`src/hw/ilu_pkg.sv`:
```
package ilu_pkg;
  // instruction fields
  localparam int            MAJOR_MSB = 31;
  localparam int            MAJOR_LSB = 26;
  localparam int            BASE_MSB  = 25;
  localparam int            BASE_LSB  = 21;
  localparam int            INDEX_MSB = 20;
  localparam int            INDEX_LSB = 16;
  localparam int            RD_MSB    = 15;
  localparam int            RD_LSB    = 11;
  localparam int            SUBOP_MSB = 10;
  localparam int            SUBOP_LSB = 6;
  localparam int            FUNC_MSB  = 5;
  localparam int            FUNC_LSB  = 0;
  // encodings
  localparam logic [5:0]    EXTENSION_MAJOR_OPCODE   = 6'h1f;
  localparam logic [5:0]    INDEXED_LOAD_FUNCTION    = 6'h0a;
  localparam logic [4:0]    SUB_BYTE_UNSIGNED        = 5'h06;
  localparam logic [4:0]    SUB_DOUBLEWORD           = 5'h08;
  localparam logic [4:0]    SUB_HALFWORD             = 5'h04;
  localparam logic [4:0]    SUB_WORD                 = 5'h00;
  // widths
  localparam int            XLEN  = 64;
  localparam int            PALEN = 40;
  // access size codes to the memory system
  typedef enum logic [1:0] {
    ILU_SIZE_BYTE   = 2'h0,
    ILU_SIZE_HALF   = 2'h1,
    ILU_SIZE_WORD   = 2'h2,
    ILU_SIZE_DOUBLE = 2'h3
  } ilu_size_t;
  // exception cause codes
  typedef enum logic [2:0] {
    ILU_EXC_NONE     = 3'h0,
    ILU_EXC_RESERVED = 3'h1,
    ILU_EXC_DISABLED = 3'h2,
    ILU_EXC_REFILL   = 3'h3,
    ILU_EXC_INVALID  = 3'h4,
    ILU_EXC_BUS      = 3'h5,
    ILU_EXC_ADDRESS  = 3'h6,
    ILU_EXC_WATCH    = 3'h7
  } ilu_exc_t;
  // state machine, gray along the usual path
  typedef enum logic [1:0] {
    ILU_IDLE  = 2'b00,
    ILU_XLATE = 2'b01,
    ILU_MEM   = 2'b11,
    ILU_DONE  = 2'b10
  } ilu_state_t;
  localparam logic [XLEN-1:0] RESULT_RESET = 64'h0;
endpackage : ilu_pkg

```
`src/hw/ilu_indexed_load_unit.sv`:
```
`timescale 1ns/1ps
// Behaviour
// RL1: the effective address is the sum of the index register and the base register.
// RL2: byte, halfword and word loads add only the low 32 bits of index and base.
// RL3: the doubleword load adds the full 64 bits of index and base.
// RL4: the unsigned byte load (opcode 011111, function 001010, sub-op 00110) is never misaligned and is zero-extended.
// RL5: for the unsigned byte load the two lowest physical address bits are xored with the byte order swap flag.
// RL6: the doubleword load (sub-op 01000) raises address error when any of the low three address bits is set.
// RL7: the doubleword load writes all 64 fetched bits unchanged.
// RL8: the halfword load (sub-op 00100) fetches 16 bits and sign-extends them to 64 bits.
// RL9: the halfword load raises address error when the lowest address bit is set.
// RL10: the word load (sub-op 00000) fetches 32 bits and sign-extends them to 64 bits.
// RL11: the word load raises address error when either of the two lowest address bits is set.
// RL12: each load can report reserved instruction, extension disabled, refill, invalid, bus and watch; all but the byte load can also report address.
// RL13: a failed alignment check issues no translation or read and writes no destination register.
// RL14: an exception from translation or memory suppresses the destination register write.
module ilu_indexed_load_unit
  import ilu_pkg::*;
(
  // clock and reset
  input  wire logic                     sys_clk,
  input  wire logic                     reset,
  // issue from decode
  input  wire logic                     issue_valid,
  output logic                          issue_ready,
  input  wire logic [31:0]              issue_instr,
  input  wire logic [ilu_pkg::XLEN-1:0] issue_index_value,
  input  wire logic [ilu_pkg::XLEN-1:0] issue_base_value,
  input  wire logic                     extension_enabled,
  input  wire logic                     byte_order_swap_flag,
  // translation
  output logic                          xlate_req,
  output logic [ilu_pkg::XLEN-1:0]      xlate_vaddr,
  input  wire logic                     xlate_ack,
  input  wire logic [ilu_pkg::PALEN-1:0] xlate_paddr,
  input  wire logic                     xlate_refill,
  input  wire logic                     xlate_invalid,
  input  wire logic                     xlate_watch,
  // memory read
  output logic                          mem_req,
  output logic [ilu_pkg::PALEN-1:0]     mem_paddr,
  output ilu_pkg::ilu_size_t            mem_size,
  input  wire logic                     mem_ack,
  input  wire logic [ilu_pkg::XLEN-1:0] mem_rdata,
  input  wire logic                     mem_bus_error,
  // completion
  output logic                          done_valid,
  output logic                          wb_en,
  output logic [4:0]                    wb_reg,
  output logic [ilu_pkg::XLEN-1:0]      wb_data,
  output ilu_pkg::ilu_exc_t             exc_code,
  output logic [ilu_pkg::XLEN-1:0]      exc_badvaddr
);
  import ilu_pkg::*;

  function automatic logic [XLEN-1:0] ext_load(input ilu_size_t sz, input logic [XLEN-1:0] d);
    logic [XLEN-1:0] r;
    r = d;
    case (sz)
      ILU_SIZE_BYTE: r = {56'h0, d[7:0]}; // [RL4]
      ILU_SIZE_HALF: r = {{48{d[15]}}, d[15:0]}; // [RL8]
      ILU_SIZE_WORD: r = {{32{d[31]}}, d[31:0]}; // [RL10]
      default:       r = d; // [RL7]
    endcase
    return r;
  endfunction : ext_load

  // access size of a decoded sub-operation
  function automatic ilu_size_t size_of(input logic [4:0] s);
    ilu_size_t z;
    if (s == SUB_DOUBLEWORD) begin
      z = ILU_SIZE_DOUBLE;
    end else if (s == SUB_WORD) begin
      z = ILU_SIZE_WORD;
    end else if (s == SUB_HALFWORD) begin
      z = ILU_SIZE_HALF;
    end else begin
      z = ILU_SIZE_BYTE;
    end
    return z;
  endfunction : size_of

  // natural alignment check for an access size
  function automatic logic misaligned(input ilu_size_t sz, input logic [2:0] a);
    logic m;
    case (sz)
      ILU_SIZE_DOUBLE: m = a != 3'h0; // [RL6]
      ILU_SIZE_WORD:   m = a[1:0] != 2'h0; // [RL11]
      ILU_SIZE_HALF:   m = a[0]; // [RL9]
      default:         m = 1'b0; // [RL4]
    endcase
    return m;
  endfunction : misaligned

  // effective address; narrow loads keep only the low 32 bits of the sum
  function automatic logic [XLEN-1:0] eff_addr(
    input logic            wide,
    input logic [XLEN-1:0] idx,
    input logic [XLEN-1:0] bas
  );
    logic [31:0]     lo;
    logic [XLEN-1:0] r;
    lo = idx[31:0] + bas[31:0]; // [RL2]
    r  = idx + bas; // [RL3]
    if (!wide) begin
      r = {32'h0, lo};
    end
    return r;
  endfunction : eff_addr

  // byte lane swap for reversed byte order, byte loads only
  function automatic logic [PALEN-1:0] lane_adjust(
    input ilu_size_t        sz,
    input logic             swap,
    input logic [PALEN-1:0] pa
  );
    logic [PALEN-1:0] r;
    r = pa;
    if (sz == ILU_SIZE_BYTE) begin
      r[1:0] = pa[1:0] ^ {2{swap}}; // [RL5]
    end
    return r;
  endfunction : lane_adjust

  // translation cause: refill before invalid before watch
  function automatic ilu_exc_t xlate_cause(input logic refill, input logic invalid, input logic watch);
    ilu_exc_t c;
    c = ILU_EXC_NONE;
    if (refill) begin
      c = ILU_EXC_REFILL;
    end else if (invalid) begin
      c = ILU_EXC_INVALID;
    end else if (watch) begin
      c = ILU_EXC_WATCH;
    end
    return c;
  endfunction : xlate_cause

  // issue cause: reserved before disabled before address
  function automatic ilu_exc_t issue_cause(input logic known_op, input logic enabled, input logic mis);
    ilu_exc_t c;
    c = ILU_EXC_NONE;
    if (!known_op) begin
      c = ILU_EXC_RESERVED;
    end else if (!enabled) begin
      c = ILU_EXC_DISABLED;
    end else if (mis) begin
      c = ILU_EXC_ADDRESS;
    end
    return c;
  endfunction : issue_cause

  ilu_state_t      state_ff;
  ilu_state_t      nxt_state;
  ilu_size_t       size_ff;
  logic [XLEN-1:0] vaddr_ff;
  logic [PALEN-1:0] paddr_ff;
  logic [4:0]      rd_ff;
  logic            wb_en_ff;
  logic [XLEN-1:0] wb_data_ff;
  ilu_exc_t        exc_ff;
  logic            swap_ff;

  // decode
  wire logic [4:0]  subop     = issue_instr[SUBOP_MSB:SUBOP_LSB];
  wire logic        is_family = (issue_instr[MAJOR_MSB:MAJOR_LSB] == EXTENSION_MAJOR_OPCODE) &&
                                (issue_instr[FUNC_MSB:FUNC_LSB] == INDEXED_LOAD_FUNCTION);
  wire logic        is_byte   = subop == SUB_BYTE_UNSIGNED;
  wire logic        is_half   = subop == SUB_HALFWORD;
  wire logic        is_word   = subop == SUB_WORD;
  wire logic        is_double = subop == SUB_DOUBLEWORD;
  wire logic        known     = is_family && (is_byte || is_half || is_word || is_double);
  wire ilu_size_t   dec_size  = size_of(subop);

  // address generation
  wire logic [XLEN-1:0] eaddr    = eff_addr(is_double, issue_index_value, issue_base_value); // [RL1]
  wire logic            misalign = misaligned(dec_size, eaddr[2:0]); // [RL6] [RL9] [RL11]

  // physical address with byte lane adjust
  wire logic [PALEN-1:0] paddr_adj   = lane_adjust(size_ff, swap_ff, xlate_paddr); // [RL5]
  wire ilu_exc_t         xlate_code  = xlate_cause(xlate_refill, xlate_invalid, xlate_watch); // [RL12]
  wire logic             xlate_fault = xlate_code != ILU_EXC_NONE;
  wire ilu_exc_t         issue_code  = issue_cause(known, extension_enabled, misalign); // [RL12]
  wire logic             take        = issue_valid && (state_ff == ILU_IDLE);
  wire logic             xlate_done  = xlate_req && xlate_ack;
  wire logic             mem_done    = mem_req && mem_ack;

  assign issue_ready  = state_ff == ILU_IDLE;
  assign xlate_req    = state_ff == ILU_XLATE;
  assign xlate_vaddr  = vaddr_ff;
  assign mem_req      = state_ff == ILU_MEM;
  assign mem_paddr    = paddr_ff;
  assign mem_size     = size_ff;
  assign done_valid   = state_ff == ILU_DONE;
  assign wb_en        = done_valid && wb_en_ff;
  assign wb_reg       = rd_ff;
  assign wb_data      = wb_data_ff;
  assign exc_code     = done_valid ? exc_ff : ILU_EXC_NONE;
  assign exc_badvaddr = vaddr_ff;

  always_comb begin
    nxt_state = state_ff;
    case (state_ff)
      ILU_IDLE: begin
        if (take) begin
          nxt_state = (issue_code == ILU_EXC_NONE) ? ILU_XLATE : ILU_DONE; // [RL13]
        end
      end
      ILU_XLATE: begin
        if (xlate_ack) begin
          nxt_state = xlate_fault ? ILU_DONE : ILU_MEM; // [RL14]
        end
      end
      ILU_MEM: begin
        if (mem_ack) begin
          nxt_state = ILU_DONE;
        end
      end
      default: begin
        nxt_state = ILU_IDLE;
      end
    endcase
  end

  always_ff @(posedge sys_clk) begin
    if (reset) begin
      state_ff <= ILU_IDLE;
    end else begin
      state_ff <= nxt_state;
    end
  end

  // access size captured at issue
  always_ff @(posedge sys_clk) begin
    if (reset) begin
      size_ff <= ILU_SIZE_BYTE;
    end else if (take) begin
      size_ff <= dec_size;
    end
  end

  // effective address captured at issue
  always_ff @(posedge sys_clk) begin
    if (reset) begin
      vaddr_ff <= RESULT_RESET;
    end else if (take) begin
      vaddr_ff <= eaddr;
    end
  end

  // destination register number
  always_ff @(posedge sys_clk) begin
    if (reset) begin
      rd_ff <= 5'h0;
    end else if (take) begin
      rd_ff <= issue_instr[RD_MSB:RD_LSB];
    end
  end

  // byte order swap captured at issue
  always_ff @(posedge sys_clk) begin
    if (reset) begin
      swap_ff <= 1'b0;
    end else if (take) begin
      swap_ff <= byte_order_swap_flag;
    end
  end

  // physical address from translation
  always_ff @(posedge sys_clk) begin
    if (reset) begin
      paddr_ff <= '0;
    end else if (xlate_done) begin
      paddr_ff <= paddr_adj; // [RL5]
    end
  end

  // extended load data
  always_ff @(posedge sys_clk) begin
    if (reset) begin
      wb_data_ff <= RESULT_RESET;
    end else if (mem_done) begin
      wb_data_ff <= ext_load(size_ff, mem_rdata);
    end
  end

  // destination write enable
  always_ff @(posedge sys_clk) begin
    if (reset) begin
      wb_en_ff <= 1'b0;
    end else if (take) begin
      wb_en_ff <= 1'b0; // [RL13]
    end else if (mem_done) begin
      wb_en_ff <= !mem_bus_error; // [RL14]
    end
  end

  // exception cause
  always_ff @(posedge sys_clk) begin
    if (reset) begin
      exc_ff <= ILU_EXC_NONE;
    end else if (take) begin
      exc_ff <= issue_code; // [RL12]
    end else if (xlate_done && xlate_fault) begin
      exc_ff <= xlate_code; // [RL14]
    end else if (mem_done) begin
      exc_ff <= mem_bus_error ? ILU_EXC_BUS : ILU_EXC_NONE; // [RL12]
    end
  end
endmodule : ilu_indexed_load_unit

```
`config.mk`:
```
export PLATFORM = sky130hd
export DESIGN_NAME = ilu_indexed_load_unit
export DESIGN_NICKNAME = d
export VERILOG_FILES = /design/src/hw/ilu_pkg.sv /design/src/hw/ilu_indexed_load_unit.sv
export SDC_FILE = /design/constraint.sdc
export NUM_CORES = 1
export LEC_CHECK = 0
export ABC_AREA = 1
export BUFFER_PORTS_ARGS = -buffer_cell sky130_fd_sc_hd__clkbuf_2
export CAP_MARGIN = 15
export CORE_UTILIZATION = 25
export DETAILED_ROUTE_END_ITERATION = 10
export SETUP_SLACK_MARGIN = 0.1
export SYNTH_ARGS = -nofsm -noshare
export SYNTH_HDL_FRONTEND = slang
export SYNTH_SLANG_ARGS = --single-unit
export TNS_END_PERCENT = 20
```
`constraint.sdc`:
```
create_clock -name sys_clk -period 1.8 [get_ports sys_clk]
set_clock_uncertainty 0.1 [all_clocks]
set_input_delay 0.18 -clock sys_clk [delete_from_list [all_inputs] [get_ports sys_clk]]
set_output_delay 0.18 -clock sys_clk [all_outputs]
set_load 0.03 [all_outputs]
```
== Word level (Yosys, flattened, before mapping) ==
Cells that the tools add are included.
W data, S select, Z words.
Word-level totals
  register bits: 182
  latch bits: 0
  bits in writable memories: 0
  memory bits (read-only): 0
  input bits: 275
  output and inout port bits: 247
  logic and storage cells: 73
  memories kept: 0
Cells by class
  add/subtract/negate cells: 2
  $mul: 0
  divide/modulo/power cells: 0
  $lt $le $gt $ge: 0
  eq/ne operators: 16
  shift-type cells: 0
  muxes and demuxes: 24
  bitwise logic cells: 1
  reduce and logical (&&, ||, !) cells: 21
Operator list (number)
  $pmux W64 S3: 1
  $add A64 B64 Y64: 1
  $mux W64: 1
  $mux W3: 11
  $add A32 B32 Y32: 1
  $mux W2: 7
  $eq A2 B2 Y1 const B: 5
  $eq A5 B3 Y1 const B: 2
  $reduce_bool A3 Y1: 3
  $logic_and A1 B1 Y1: 7
  $eq A2 B1 Y1 const B: 3
  $eq A6 B4 Y1 const B: 1
  $eq A6 B5 Y1 const B: 1
  $ne A2 B1 Y1 const B: 3
  $pmux W2 S3: 1
  $eq A5 B4 Y1 const B: 1
  $logic_not A5 Y1: 1
  $logic_not A2 Y1: 2
  $logic_not A3 Y1: 1
  $logic_or A1 B1 Y1: 3
  $pmux W1 S3: 1
  $reduce_and A3 Y1: 1
  $mux W1: 2
  $reduce_bool A2 Y1: 1
  other kinds (3): 3

== Depth between registers and ports, before layout ==
  depth in word-level cells: 13
  mapped depth: 16
  mapped depth without buffers: 16

== Worst setup path after synthesis ==
Ideal clock, no wire load.
  path type: input port to flip-flop
  start point: input port issue_index_value[0] (netlist bit)
  end point: register vaddr_ff[56] (netlist: exc_badvaddr[56])
  library setup time: 113 ps
  arrival: 1738 ps
  required time: 1587 ps
  path slack: -151 ps
  stages on the path: 15
  buffers on the path: 0
  cells stage by stage: ha_1 -> inv_1 -> fa_1 -> inv_1 -> nand3_1 -> nand2_1 -> nand2_1 -> nand2_1 -> nand2_1 -> nand3_2 -> nand3_1 -> nand2_1 -> nand2_1 -> nand3_1 -> nand2_1
Between the ends
  longest elaborated chain between the ends: 2
RTL lines
  start, declared: line ilu_indexed_load_unit.sv:27  | input wire logic [ilu_pkg::XLEN-1:0] issue_index_value,
  $add A64 B64 Y64: line ilu_indexed_load_unit.sv:104  | r = idx + bas;
  $mux W64: line ilu_indexed_load_unit.sv:105  | if (!wide) begin
  end signal, assigned: line ilu_indexed_load_unit.sv:247  | vaddr_ff <= eaddr;
  end, declared: line ilu_indexed_load_unit.sv:156  | logic [XLEN-1:0] vaddr_ff;
No other way between the ends.
A chain may end at the register's enable or synchronous reset.

== Worst setup path after layout ==
  start point: register state_ff[1]
  end point: output port exc_code[2]
Between the ends
  longest elaborated chain between the ends: 2
RTL lines
  start, declared: line ilu_indexed_load_unit.sv:153  | ilu_state_t state_ff;
  start signal, assigned: line ilu_indexed_load_unit.sv:229  | state_ff <= nxt_state;
  $eq A2 B2 Y1: line ilu_indexed_load_unit.sv:194  | assign done_valid = state_ff == ILU_DONE;
  $mux W3: line ilu_indexed_load_unit.sv:198  | assign exc_code = done_valid ? exc_ff : ILU_EXC_NONE;
  end, declared: line ilu_indexed_load_unit.sv:51  | output ilu_pkg::ilu_exc_t exc_code,
No other way between the ends.

==> run summary <==
status: finished, final reports clean
Synthesized Nets: 2558
Post-Synth Adder-Cell Area: 6.14%
fillers: 5613
Buf/Inv on CP: 4
DRC Markers: 0
post-synth top area share: 27.7%
number of global-route vias before repair: 15100
first-pass GRT wire length: 89200 µm
largest family of logic cells by synthesized area: simple AND/OR/NAND/NOR gates
DP Area: 17500 µm²
antenna violations before repair: 0
mux contribution to synthesized area: 0%
layout cells sized above 1: 29.2%
fmax: 579 MHz
Slowest Stage Delay on Critical Path: 0.37 ns
H-tree levels: 4
Core ar.: 51600 µm²
CTS tree: yes
Worst Path Required: 1.52 ns
Syn Std Cell Area: 13200 µm²
Chip Width: 231 µm
worst skew pair latency: 0.49 ns
IO buf count: 511
DR WL/cell: 17.1 µm
final instance area: 20000 µm²
Rel. slew slack: 65.2%
Seq. cell area: 3650 µm²
final hold vios: 0
Critical-path top delay cell: dfxtp_4
ANT cells: 0
CTS Root Cell: clkbuf_16
RSZ-0062 raised after global routing: true
CP cell instances: buf_6 > inv_2 > nor2_4 > inv_4 > nor2_2 > clkbuf_8
Total Nets Final: 3293
WP data arrival: 1.45 ns
gr ovfl total: 0
cell row count: 83
clock sink count: 182
routed vias/inst: 4.38
Peak VDD IR: 0.848 mV
static leakage: 11.0 nW
Power Dens Cells: 657 nW/µm²
Crit Path Class: reg2out
cell taking the most area after synthesis: dfxtp_1
CTS buffer count: 17
CP Max Fanout: 4
Slew Viols, Final: 0
Seq/Total Area, Yosys: 27.7%
setup slack after layout: 0.0740 ns
CTS Buffer Depth: 2
Worst setup SP type: flip-flop
Routed Antenna Nets: 0
first drt pass iteration count: 5
Chip Height: 231 µm
Unique masters post-synth: 41
Post-Synth Simple-Gate Area: 35.3%
Starting DRT DRC Count: 901
I/O pin count: 522
post-synthesis sequential element count: 182
largest net degree at the start of global routing: 68
worst slew pin tran: 0.522 ns
Post-Syn Instances: 2219
die area: 53600 µm²
xor-xnor portion of the synthesized cell area: 1.80%
WL final: 62300 µm
final hold slack: 0.0347 ns
Detail Placement HPWL: 50200 µm
gr usage total: 22.4%
setup violators final: 0
Yosys warnings: 0
gpl congestion: 0.945
Max Cap Viol: 0
Via Count: 16000
Area Overhead vs Synth: 51.7%
min-delay worst type: in2reg
crit path time final: 1.73 ns
compound-cell area share of the yosys netlist: 11.0%
CP delay by family, top: flip-flops
syn_area_per_cell: 5.93 µm²
Place WS: -0.504 ns
synth top area cells: dfxtp_1 (28%), nand2_1 (25%), inv_1 (12%), ha_1 (6.0%), a21oi_1 (4.3%)
multi-input logic area: 7570 µm²
Critical Path End Type: primary output
post-route clock period utilization: 95.9%
clk slew on worst S/H paths: 0.08 ns
Initial Utilization: 25.5%
path summary, 6_finish.rpt:
check	startpoint	end	slack, ns	cells after the start
worst max-delay path	state_ff[1]	exc_code[2]	0.07	6
worst min-delay path	issue_base_value[0]	exc_badvaddr[0]	0.03	4
worst max register to register	state_ff[1]	exc_badvaddr[34]	0.08	10
worst min register to register	wb_data[25]	wb_data[25]	0.36	2
per-layer routing:
layer  up-vias  part of all wire [%]  global-route usage [%]
met5         -                     0                       0
met4         0                   5.4                    12.8
met3       104                   5.6                    3.97
met2       558                    49                    39.8
met1      7075                    40                    25.0
li1       8229                     -                       -
power by group:
group | leakage (nW) | switching (mW) | internal, mW
Sequential | 1.48 | 0.174 | 4.21
Clock | 0.287 | 1.96 | 1.96
Combinational | 9.22 | 2.92 | 1.88
worst reg2reg max path, delay by kind of cell (launching register included):
kind	cells	cell delay (ns)
simple gates	5	0.58
buf+inv	4	0.50
flops	1	0.36
compound gates	1	0.12
cell usage after synthesis, drive strengths merged:
master    n
nand2   869
inv     435
a221oi   49
or2       1
nand4    14
a211oi    1
dfxtp   182
xnor2    23
o21ai    40
nor3     12
ha       63
o211ai   12
nor2    148
a21oi   113
nor4      5
nand3b    2
clkbuf   31
fa        1
and2      3
a21o      4
o21bai    2
o21a      1
o31ai     2
xor2      4
a311oi    1
a22o      7
nand3   104
buf      87
and3      3
what timing repair did:
action	4_1_cts	5_1_grt
buffers inserted	2	5
gates resized for setup	55	94
cloned	0	5
hold buffers	120	0
pin swaps	22	30
hold endpoints to repair	117	0
endpoints found under the setup margin	10	76
through the flow:
stage	util (%)	std cells	power, mW	setup TNS [ns]
3_5_place_dp	33.8	3483	8.82	-21.14
5_1_grt	38.7	3646	13.8	-0.0507
3_3_place_gp	33.8	3483	8.82	-20.85
2_1_floorplan	-	2219	6.93	0
4_1_cts	37.7	3636	13.1	-0.0167
6_report	38.7	3646	13.1	0
cells by family after synthesis:
group           Yosys count
compound gates          232
fa+ha+maj                64
xor+xnor                 27
buf+inv                 553
simple gates           1161
flops                   182
area by class of cell:
cell class                      count  area share, %
Clock buffer                       17           2.13
Clock inverter                     14          0.815
Inverter                          435           8.25
Multi-Input combinational cell   1484           37.9
Sequential cell                   182           18.3
Tap cell                          680           4.26
Timing Repair Buffer              834           28.3
layout by cell type, fill, tap and decap left out, drive strengths merged, types with 49 or more instances in the layout:
| cell type | synthesis | final |
|---|---|---|
| buf | 87 | 204 |
| a221oi | 49 | 49 |
| clkbuf | 31 | 527 |
| ha | 63 | 63 |
| nand2 | 869 | 869 |
| dlygate4sd3 | 0 | 120 |
| inv | 435 | 440 |
| nor2 | 148 | 148 |
| dfxtp | 182 | 182 |
| a21oi | 113 | 113 |
| nand3 | 104 | 104 |
Note: power is estimated with default switching activity, not from simulation.
